## config.mk

```make
export PLATFORM = sky130hd
export DESIGN_NAME = ibsw_top
export DESIGN_NICKNAME = d
export VERILOG_FILES = /design/src/logic/ibsw_pkg.sv /design/src/logic/ibsw_strap_dec.sv /design/src/logic/ibsw_sync.sv /design/src/logic/ibsw_top.sv
export SDC_FILE = /design/constraint.sdc
export NUM_CORES = 1
export LEC_CHECK = 0
export ABC_AREA = 1
export BUFFER_PORTS_ARGS = -buffer_cell sky130_fd_sc_hd__buf_2
export CAP_MARGIN = 20
export CORE_MARGIN = 4
export CORE_UTILIZATION = 35
export DETAILED_ROUTE_END_ITERATION = 8
export HOLD_SLACK_MARGIN = 0.06
export PLACE_DENSITY = 0.65
export SYNTH_ARGS = -nofsm -noshare
export SYNTH_HDL_FRONTEND = slang
export SYNTH_SLANG_ARGS = --single-unit
```

## constraint.sdc

```tcl
create_clock -name pclk -period 2.2 [get_ports pclk]
set_input_delay 0.44 -clock pclk [delete_from_list [all_inputs] [get_ports pclk]]
set_output_delay 0.44 -clock pclk [all_outputs]
set_load 0.05 [all_outputs]
```

## src/logic/ibsw_pkg.sv

```systemverilog
// constants and types shared by the banked sram window controller
// ****************************************
// ****************************************
package ibsw_pkg;
   localparam int BANK_W = 5;
   localparam int OFS_W = 14;
   localparam int SRAM_AW = BANK_W + OFS_W;
   // apb register byte offsets
   localparam logic [7:0] CTRL_OFS = 8'h00;
   localparam logic [7:0] BANK_OFS = 8'h04;
   localparam logic [7:0] STAT_OFS = 8'h08;
   localparam logic [7:0] CNT_OFS = 8'h0C;
   localparam logic CTRL_EN_RST = 1'b1;
   localparam logic [BANK_W-1:0] BANK_RST = 5'h00;
   localparam logic [15:0] CNT_RST = 16'h0000;
   // isa address bits 19:14 of the window at select code 0 (D0000)
   localparam logic [5:0] SEG_BASE = 6'h34;
   // port bases indexed by strap code; bit set in the mask marks a listed code
   localparam logic [15:0] IO_VALID_MASK = 16'h05FF;
   localparam logic [9:0] IO_TAB [16] = '{10'h200, 10'h214, 10'h2A4, 10'h2F4, 10'h2C0, 10'h2C4, 10'h2D0,
                                          10'h2D4, 10'h2E0, 10'h000, 10'h2E4, 10'h000, 10'h000, 10'h000,
                                          10'h000, 10'h000};
   // synchroniser reset: strobes and aen idle high, all else low
   localparam int SYNC_W = 48;
   localparam logic [SYNC_W-1:0] SYNC_RST = 48'h0000_0000_0F80;

   typedef struct packed {
      logic io_ok;
      logic [9:0] io_base;
      logic [5:0] win_seg;
   } ibsw_cfg_s;
   localparam ibsw_cfg_s CFG_RST = '{io_ok: 1'b0, io_base: 10'h000, win_seg: 6'h34};

   typedef enum {ST_IDLE, ST_MRD, ST_MWR, ST_IORD, ST_IOWR, ST_REL} ibsw_state_e;
endpackage : ibsw_pkg

```

## src/logic/ibsw_strap_dec.sv

```systemverilog
// decodes the switch straps into window segment and port base
`timescale 1ns/1ps
module ibsw_strap_dec (
   input wire logic pclk,
   input wire logic presetn,
   input wire logic base_lo,
   input wire logic base_hi,
   input wire logic [3:0] io_sel,
   output ibsw_pkg::ibsw_cfg_s cfg_q
);
   ibsw_pkg::ibsw_cfg_s cfg_d;

   always_comb begin
      cfg_d = cfg_q;
      cfg_d.win_seg = ibsw_pkg::SEG_BASE + {4'h0, base_lo ^ base_hi, base_hi};
      cfg_d.io_base = ibsw_pkg::IO_TAB[io_sel];
      // reserved codes leave the port unmapped
      cfg_d.io_ok = ibsw_pkg::IO_VALID_MASK[io_sel];
   end

   always_ff @(posedge pclk or negedge presetn) begin
      if (!presetn) begin
         cfg_q <= ibsw_pkg::CFG_RST;
      end else begin
         cfg_q <= cfg_d;
      end
   end
endmodule : ibsw_strap_dec

```

## src/logic/ibsw_sync.sv

```systemverilog
// two flip-flop synchroniser for pin inputs
`timescale 1ns/1ps
module ibsw_sync #(
   parameter int W = 8,
   parameter logic [W-1:0] RST_VAL = '0
) (
   input wire logic pclk,
   input wire logic presetn,
   input wire logic [W-1:0] d,
   output logic [W-1:0] q
);
   logic [W-1:0] meta_q;

   always_ff @(posedge pclk or negedge presetn) begin
      if (!presetn) begin
         meta_q <= RST_VAL;
         q <= RST_VAL;
      end else begin
         meta_q <= d;
         q <= meta_q;
      end
   end
endmodule : ibsw_sync

```

## src/logic/ibsw_top.sv

```systemverilog
// isa banked sram window controller with apb status and control
//
// Local design decisions: the APB interface to the registers and the register addresses.
`timescale 1ns/1ps
module ibsw_top (
   input wire logic pclk,
   input wire logic presetn,
   input wire logic [7:0] paddr,
   input wire logic psel,
   input wire logic penable,
   input wire logic pwrite,
   input wire logic [31:0] pwdata,
   output logic [31:0] prdata,
   output logic pready,
   output logic pslverr,
   input wire logic [19:0] isa_addr,
   input wire logic [7:0] isa_data_in,
   output logic [7:0] isa_data_out,
   output logic isa_data_oe_n,
   input wire logic isa_memr_n,
   input wire logic isa_memw_n,
   input wire logic isa_ior_n,
   input wire logic isa_iow_n,
   input wire logic isa_aen,
   input wire logic window_base_sel_lo,
   input wire logic window_base_sel_hi,
   input wire logic io_base_sel_bit0,
   input wire logic io_base_sel_bit1,
   input wire logic io_base_sel_bit2,
   input wire logic io_base_sel_bit3,
   input wire logic sram_access_enable_input,
   output logic [18:0] sram_addr,
   output logic sram_ce_n,
   output logic sram_oe_n,
   output logic sram_we_n,
   input wire logic [7:0] sram_dq_in,
   output logic [7:0] sram_dq_out,
   output logic sram_dq_oe_n
);
   // ****************************************
   // pin synchronisers and strap decode
   // ****************************************
   logic [19:0] addr_s;
   logic [7:0] data_s;
   logic [7:0] sdq_s;
   logic memr_s, memw_s, ior_s, iow_s, aen_s;
   logic base_lo_s, base_hi_s, strap_en_s;
   logic [3:0] io_sel_s;
   ibsw_pkg::ibsw_cfg_s cfg;

   ibsw_sync #(
      .W(ibsw_pkg::SYNC_W),
      .RST_VAL(ibsw_pkg::SYNC_RST)
   ) u_sync (
      .pclk(pclk),
      .presetn(presetn),
      .d({isa_addr, isa_data_in, sram_dq_in, isa_memr_n, isa_memw_n, isa_ior_n, isa_iow_n, isa_aen,
          window_base_sel_lo, window_base_sel_hi, io_base_sel_bit3, io_base_sel_bit2, io_base_sel_bit1,
          io_base_sel_bit0, sram_access_enable_input}),
      .q({addr_s, data_s, sdq_s, memr_s, memw_s, ior_s, iow_s, aen_s,
          base_lo_s, base_hi_s, io_sel_s, strap_en_s})
   );

   ibsw_strap_dec u_dec (
      .pclk(pclk),
      .presetn(presetn),
      .base_lo(base_lo_s),
      .base_hi(base_hi_s),
      .io_sel(io_sel_s),
      .cfg_q(cfg)
   );

   // ****************************************
   // state and registers
   // ****************************************
   ibsw_pkg::ibsw_state_e state_q, state_d;
   logic [ibsw_pkg::BANK_W-1:0] bank_q, bank_d;
   logic [18:0] sram_addr_q, sram_addr_d;
   logic sram_ce_n_q, sram_ce_n_d, sram_oe_n_q, sram_oe_n_d, sram_we_n_q, sram_we_n_d;
   logic [7:0] sram_dq_out_q, sram_dq_out_d;
   logic sram_dq_oe_n_q, sram_dq_oe_n_d;
   logic [7:0] isa_data_out_q, isa_data_out_d;
   logic isa_data_oe_n_q, isa_data_oe_n_d;
   logic [15:0] cnt_q, cnt_d;
   logic ctrl_en_q, ctrl_en_d;
   logic [31:0] prdata_q, prdata_d;
   logic pready_q, pready_d, pslverr_q, pslverr_d;

   logic en, mem_hit, io_hit, apb_wr, apb_acc;

   // high strap enables; software can only further gate it
   assign en = strap_en_s & ctrl_en_q;
   // aen high marks a dma cycle, which never belongs to this window
   assign mem_hit = !aen_s && (addr_s[19:14] == cfg.win_seg);
   assign io_hit = !aen_s && cfg.io_ok && (addr_s[9:0] == cfg.io_base);
   assign apb_acc = psel & penable;
   assign apb_wr = apb_acc & pready_q & pwrite;

   // ****************************************
   // isa cycle engine
   // ****************************************
   always_comb begin
      state_d = state_q;
      bank_d = bank_q;
      sram_addr_d = sram_addr_q;
      sram_ce_n_d = sram_ce_n_q;
      sram_oe_n_d = sram_oe_n_q;
      sram_we_n_d = sram_we_n_q;
      sram_dq_out_d = sram_dq_out_q;
      sram_dq_oe_n_d = sram_dq_oe_n_q;
      isa_data_out_d = isa_data_out_q;
      isa_data_oe_n_d = isa_data_oe_n_q;
      cnt_d = cnt_q;
      unique case (state_q)
         ibsw_pkg::ST_IDLE: begin
            sram_ce_n_d = 1'b1;
            sram_oe_n_d = 1'b1;
            sram_we_n_d = 1'b1;
            sram_dq_oe_n_d = 1'b1;
            isa_data_oe_n_d = 1'b1;
            // nothing starts while access is disabled
            if (en) begin
               if (!memr_s && mem_hit) begin
                  state_d = ibsw_pkg::ST_MRD;
                  // bank picks one 16KB slice of the sram
                  sram_addr_d = {bank_q, addr_s[ibsw_pkg::OFS_W-1:0]};
                  sram_ce_n_d = 1'b0;
                  sram_oe_n_d = 1'b0;
                  isa_data_oe_n_d = 1'b0;
                  cnt_d = cnt_q + 16'h0001;
               end else if (!memw_s && mem_hit) begin
                  state_d = ibsw_pkg::ST_MWR;
                  sram_addr_d = {bank_q, addr_s[ibsw_pkg::OFS_W-1:0]};
                  sram_ce_n_d = 1'b0;
                  sram_we_n_d = 1'b0;
                  sram_dq_out_d = data_s;
                  sram_dq_oe_n_d = 1'b0;
                  cnt_d = cnt_q + 16'h0001;
               end else if (!ior_s && io_hit) begin
                  state_d = ibsw_pkg::ST_IORD;
                  isa_data_out_d = {3'h0, bank_q};
                  isa_data_oe_n_d = 1'b0;
               end else if (!iow_s && io_hit) begin
                  state_d = ibsw_pkg::ST_IOWR;
                  // latch low five bits of the port write
                  bank_d = data_s[ibsw_pkg::BANK_W-1:0];
               end
            end
            // software bank write yields to a starting isa cycle, so address and bank agree
            if (apb_wr && paddr == ibsw_pkg::BANK_OFS && state_d == ibsw_pkg::ST_IDLE) begin
               bank_d = pwdata[ibsw_pkg::BANK_W-1:0];
            end
         end
         ibsw_pkg::ST_MRD: begin
            isa_data_out_d = sdq_s;
            if (memr_s) begin
               state_d = ibsw_pkg::ST_REL;
               sram_ce_n_d = 1'b1;
               sram_oe_n_d = 1'b1;
               isa_data_oe_n_d = 1'b1;
            end
         end
         ibsw_pkg::ST_MWR: begin
            sram_dq_out_d = data_s;
            // we rises first, data held one more cycle for hold time
            if (memw_s) begin
               state_d = ibsw_pkg::ST_REL;
               sram_we_n_d = 1'b1;
            end
         end
         ibsw_pkg::ST_IORD: begin
            if (ior_s) begin
               state_d = ibsw_pkg::ST_REL;
               isa_data_oe_n_d = 1'b1;
            end
         end
         ibsw_pkg::ST_IOWR: begin
            if (iow_s) begin
               state_d = ibsw_pkg::ST_REL;
            end
         end
         ibsw_pkg::ST_REL: begin
            state_d = ibsw_pkg::ST_IDLE;
            sram_ce_n_d = 1'b1;
            sram_dq_oe_n_d = 1'b1;
         end
      endcase
   end

   always_ff @(posedge pclk or negedge presetn) begin
      if (!presetn) begin
         state_q <= ibsw_pkg::ST_IDLE;
         bank_q <= ibsw_pkg::BANK_RST;
         sram_addr_q <= 19'h0_0000;
         sram_ce_n_q <= 1'b1;
         sram_oe_n_q <= 1'b1;
         sram_we_n_q <= 1'b1;
         sram_dq_out_q <= 8'h00;
         sram_dq_oe_n_q <= 1'b1;
         isa_data_out_q <= 8'h00;
         isa_data_oe_n_q <= 1'b1;
         cnt_q <= ibsw_pkg::CNT_RST;
      end else begin
         state_q <= state_d;
         bank_q <= bank_d;
         sram_addr_q <= sram_addr_d;
         sram_ce_n_q <= sram_ce_n_d;
         sram_oe_n_q <= sram_oe_n_d;
         sram_we_n_q <= sram_we_n_d;
         sram_dq_out_q <= sram_dq_out_d;
         sram_dq_oe_n_q <= sram_dq_oe_n_d;
         isa_data_out_q <= isa_data_out_d;
         isa_data_oe_n_q <= isa_data_oe_n_d;
         cnt_q <= cnt_d;
      end
   end

   // ****************************************
   // apb slave
   // ****************************************
   // one wait state: read data is prepared in the first access cycle
   always_comb begin
      ctrl_en_d = ctrl_en_q;
      prdata_d = prdata_q;
      pslverr_d = 1'b0;
      pready_d = apb_acc & !pready_q;
      if (apb_acc && !pready_q) begin
         prdata_d = 32'h0000_0000;
         unique case (paddr)
            ibsw_pkg::CTRL_OFS: prdata_d = {31'h0000_0000, ctrl_en_q};
            ibsw_pkg::BANK_OFS: prdata_d = {27'h000_0000, bank_q};
            ibsw_pkg::STAT_OFS: prdata_d = {22'h00_0000, state_q != ibsw_pkg::ST_IDLE, cfg.io_ok, io_sel_s,
                                            base_hi_s, base_lo_s, en, strap_en_s};
            ibsw_pkg::CNT_OFS: prdata_d = {16'h0000, cnt_q};
            default: pslverr_d = 1'b1;
         endcase
      end
      if (apb_wr && paddr == ibsw_pkg::CTRL_OFS) begin
         ctrl_en_d = pwdata[0];
      end
   end

   always_ff @(posedge pclk or negedge presetn) begin
      if (!presetn) begin
         ctrl_en_q <= ibsw_pkg::CTRL_EN_RST;
         prdata_q <= 32'h0000_0000;
         pready_q <= 1'b0;
         pslverr_q <= 1'b0;
      end else begin
         ctrl_en_q <= ctrl_en_d;
         prdata_q <= prdata_d;
         pready_q <= pready_d;
         pslverr_q <= pslverr_d;
      end
   end

   assign prdata = prdata_q;
   assign pready = pready_q;
   assign pslverr = pslverr_q;
   assign isa_data_out = isa_data_out_q;
   assign isa_data_oe_n = isa_data_oe_n_q;
   assign sram_addr = sram_addr_q;
   assign sram_ce_n = sram_ce_n_q;
   assign sram_oe_n = sram_oe_n_q;
   assign sram_we_n = sram_we_n_q;
   assign sram_dq_out = sram_dq_out_q;
   assign sram_dq_oe_n = sram_dq_oe_n_q;
endmodule : ibsw_top
```

==> results.sh <==
export IMPL_fmax_ghz=0.490
export IMPL_arrival_ns=2.45
export IMPL_skew_ns=0.0200
export IMPL_drt_iter0_markers=334
export IMPL_slew_headroom_pct=66.0
export IMPL_routabilityCongestion=0.885
export IMPL_htreeDepth=1
export IMPL_cts_clk_slew_worst_paths_ns=0.06
export IMPL_synth_top_family_by_area="simple AND/OR/NAND/NOR gates"
export IMPL_r2r_start="state_q[30]"
export IMPL_crit_type="reg -> reg"
export IMPL_reg2reg_slack_ns=0.16
export IMPL_die_h_um=162
export IMPL_p_per_area_nw_per_um2=978
export IMPL_critPathBufInv=1
export IMPL_tritoncts="built"
export IMPL_clock_tree_buffer_depth=3
export IMPL_grt_pass1_wl_mm=30.1
export IMPL_core_area_um2=23500
export IMPL_clk_latency_ns=0.53
export IMPL_p_sw_mw=3.29
export IMPL_netlist_area_um2=8330
export IMPL_finalNonFillerCells=1363
export IMPL_die_w_um=162
export IMPL_synth_area_per_cell_um2=10.3
export IMPL_drv_cap=0
export IMPL_crit_end="sram_dq_out[4]"
export IMPL_critPathCaptureType="flip-flop"
export IMPL_intPower_mw=7.35
export IMPL_postRouteAntennaNets=0
export IMPL_synthTopCellsByArea="dfrtp_1 60%, nand2_1 8.8%, dfstp_2 5.0%"
export IMPL_drtPass1Iterations=4
export IMPL_r2r_end="sram_dq_out[4]"
export IMPL_antenna_found_initial=0
export IMPL_synth_xor_area_share_pct=1.58
export IMPL_muxShareOfSynthArea_pct=1.20
export IMPL_grt_max_degree=54
export IMPL_grt_overflow=0
export IMPL_vias=5986
export IMPL_placed_cells=1262
export IMPL_pwr_share_comb_pct=22.2
export IMPL_hold_class="in -> reg"
export IMPL_routedWlPerCell_um=13.6
export IMPL_portBuffers=123
export IMPL_yosys_area_top_type="dfrtp_1"
export IMPL_crit_start="state_q[30]"
export IMPL_die_area_um2=26300
export IMPL_synth_ff_type="dfrtp_1"
export IMPL_grt_usage_pct=14.1
export IMPL_syn2layout_area_growth_pct=30.6
export IMPL_ir_drop_mv=0.534
export IMPL_ys_warn_count=0
export IMPL_routed_wl_mm=18.6
export IMPL_yosys_area_share_simple_pct=19.1
export IMPL_start_util_pct=35.5
export IMPL_finalHoldViolCount=0
export IMPL_worst_r2r_cell_count=10
export IMPL_synth_compound_area_share_pct=5.54
export IMPL_synthAdderAreaFrac_pct=0.150
export IMPL_grt_pass1_vias=5918
export IMPL_min_period_over_period_pct=92.9
export IMPL_synth_top_area_share_pct=60.1
export IMPL_ys_seq_area_share_pct=65.2
export IMPL_path_delay_family="simple AND/OR/NAND/NOR gates"
export IMPL_cts_root_buf="clkbuf_16"
export IMPL_layout_nets=1123
export IMPL_final_common_cell="dfrtp_1"
export IMPL_hp_start="pwdata[0]"
export IMPL_path_max_fanout=8
export IMPL_final_cell_mix="200 x dfrtp_1, 192 x nand2_1, 122 x buf_2"
export IMPL_fin_crit_ns=2.04
export IMPL_path_depth=10
export IMPL_drive_gt1_share_pct=26.8
export IMPL_crit_chain="inv_2 -> nand4_1 -> nor2_1 -> nand2_2 -> nor2_8 -> nand3_4 -> nor2_8 -> o21ai_1 -> nand2_2 -> mux2_2"
export IMPL_io_pins=167
export IMPL_n_antenna_cell=0
export IMPL_tightest_slew_ns=0.505
export IMPL_pwr_share_clk_pct=36.4
export IMPL_syn_inst=808
export IMPL_clock_sinks=216
export IMPL_setup_violations=0
export IMPL_p_total_mw=10.6
export IMPL_cts_buffers_inserted=24
export IMPL_vias_per_cell=4.39
export IMPL_power_leakage_nw=5.41
export IMPL_async_flop_share_pct=100
export IMPL_start_kind="flip-flop"
export IMPL_power_frac_seq_pct=41.5
export IMPL_status="completed"
export IMPL_synth_seq_cells=216
export IMPL_switching_share_pct=31.0
export IMPL_drcViolationCount=0
export IMPL_crit_required_ns=2.61
export IMPL_crit_slowest_cell="dfrtp_1"
export IMPL_rows=56
export IMPL_synth_edf_count=0
export IMPL_post_dp_hpwl_mm=13.3
export IMPL_maxSlewViolCount=0
export IMPL_synth_cell_types=51
export IMPL_slowest_delay_ns=0.37
==> tightest hold or removal path, cell delays in order <==
cell,delay (ns)
buf_2,0.13
inv_1,0.05
a31oi_1,0.06
==> cell type report <==
type | instances | area, µm²
Fill cell | 2211 | 12600
Sequential cell | 216 | 5430
Multi-Input combinational cell | 474 | 2440
Timing Repair Buffer | 206 | 1430
Clock buffer | 36 | 706
Inverter | 106 | 402
Tap cell | 319 | 399
Clock inverter | 5 | 75.1
Timing Repair inverter | 1 | 5.00
==> stage by stage <==
stage | setup slack, ns | instance area [µm²] | utilization (%) | hold WS, ns | TNS [ns]
2_1_floorplan | 0.258 | 8380 | - | 0.144 | 0
3_3_place_gp | 0.101 | 9460 | 40.3 | 0.332 | 0
3_5_place_dp | 0.0599 | 9460 | 40.3 | 0.335 | 0
4_1_cts | 0.0247 | 10700 | 45.7 | 0.161 | 0
5_1_grt | -0.0139 | 10900 | 46.3 | 0.177 | -0.0623
6_report | 0.157 | 10900 | 46.3 | 0.183 | 0
==> sequential cells by signal (all words and copies together) (netlist names) <==
register,cells
bank_q,5
cnt_q,16
ctrl_en_q,1
isa_data_oe_n,1
isa_data_out,8
prdata,16
pready,1
pslverr,1
sram_addr,19
sram_ce_n,1
sram_dq_oe_n,1
sram_dq_out,8
sram_oe_n,1
sram_we_n,1
state_q,32
u_dec.cfg_q,8
u_sync.meta_q,48
u_sync.q,48
==> how the worst min path moves through the flow <==
stage	slack, ns	end	cells after the start
2_1_floorplan	0.14	bank_q[0]	0
3_3_place_gp	0.33	u_sync.q[28]	0
3_5_place_dp	0.33	u_sync.q[18]	0
4_1_cts	0.16	ctrl_en_q	3
5_1_grt	0.18	ctrl_en_q	3
6_report	0.18	ctrl_en_q	3
==> Yosys cell counts (2+ instances only) <==
| cell type | instances |
|---|---|
| dfrtp_1 | 200 |
| nand2_1 | 195 |
| inv_1 | 90 |
| nor2_1 | 59 |
| o21ai_0 | 41 |
| nand3_1 | 36 |
| buf_4 | 16 |
| dfstp_2 | 16 |
| inv_2 | 15 |
| a21oi_1 | 12 |
| nand4_1 | 12 |
| nor2_2 | 12 |
| xor2_1 | 9 |
| clkbuf_1 | 8 |
| mux2_2 | 8 |
| o21ai_1 | 8 |
| nor3_1 | 6 |
| nor4_1 | 6 |
| xnor2_1 | 6 |
| buf_2 | 4 |
| nand2_2 | 4 |
| o22ai_1 | 4 |
| a22o_1 | 3 |
| and2_1 | 3 |
| nand3b_1 | 3 |
| a211oi_1 | 2 |
| a21oi_2 | 2 |
| nand4_2 | 2 |
| nor2_8 | 2 |
| nor3_4 | 2 |
| o211ai_1 | 2 |
==> kinds of logic after synthesis <==
logic type      count (synthesis)
other cells                     1
compound gates                 81
buf+inv                       136
xor+xnor                       15
mux                             9
simple gates                  349
fa+ha+maj                       1
flops                         216
==> routing by layer <==
layer  global-route usage [%]  wire length [µm]  part of all wire, %  vias to the layer above
met5                        0                 0                    0                        -
met4                     4.34               513                  2.8                        0
met3                     3.02              1130                  6.1                       35
met2                     21.6              8130                   44                      147
met1                     20.4              8820                   47                     2836
li1                         -                 -                    -                     2968
==> power groups by stage <==
stage,Clock (mW),Combinational [mW],Sequential (mW)
floorplan,0,1.06,5.03
global placement,0,2.15,4.47
detailed placement,0,2.16,4.48
CTS,4.01,2.23,4.41
global route,4.18,2.57,4.44
finish,3.87,2.36,4.41
==> timing repair <==
action	4_1_cts	5_1_grt
hold endpoints to repair	91	0
setup buffers	0	7
gates resized for setup	0	22
hold buffers	49	0
setup endpoints to repair	0	57
Note: power is estimated with default switching activity, not from simulation.
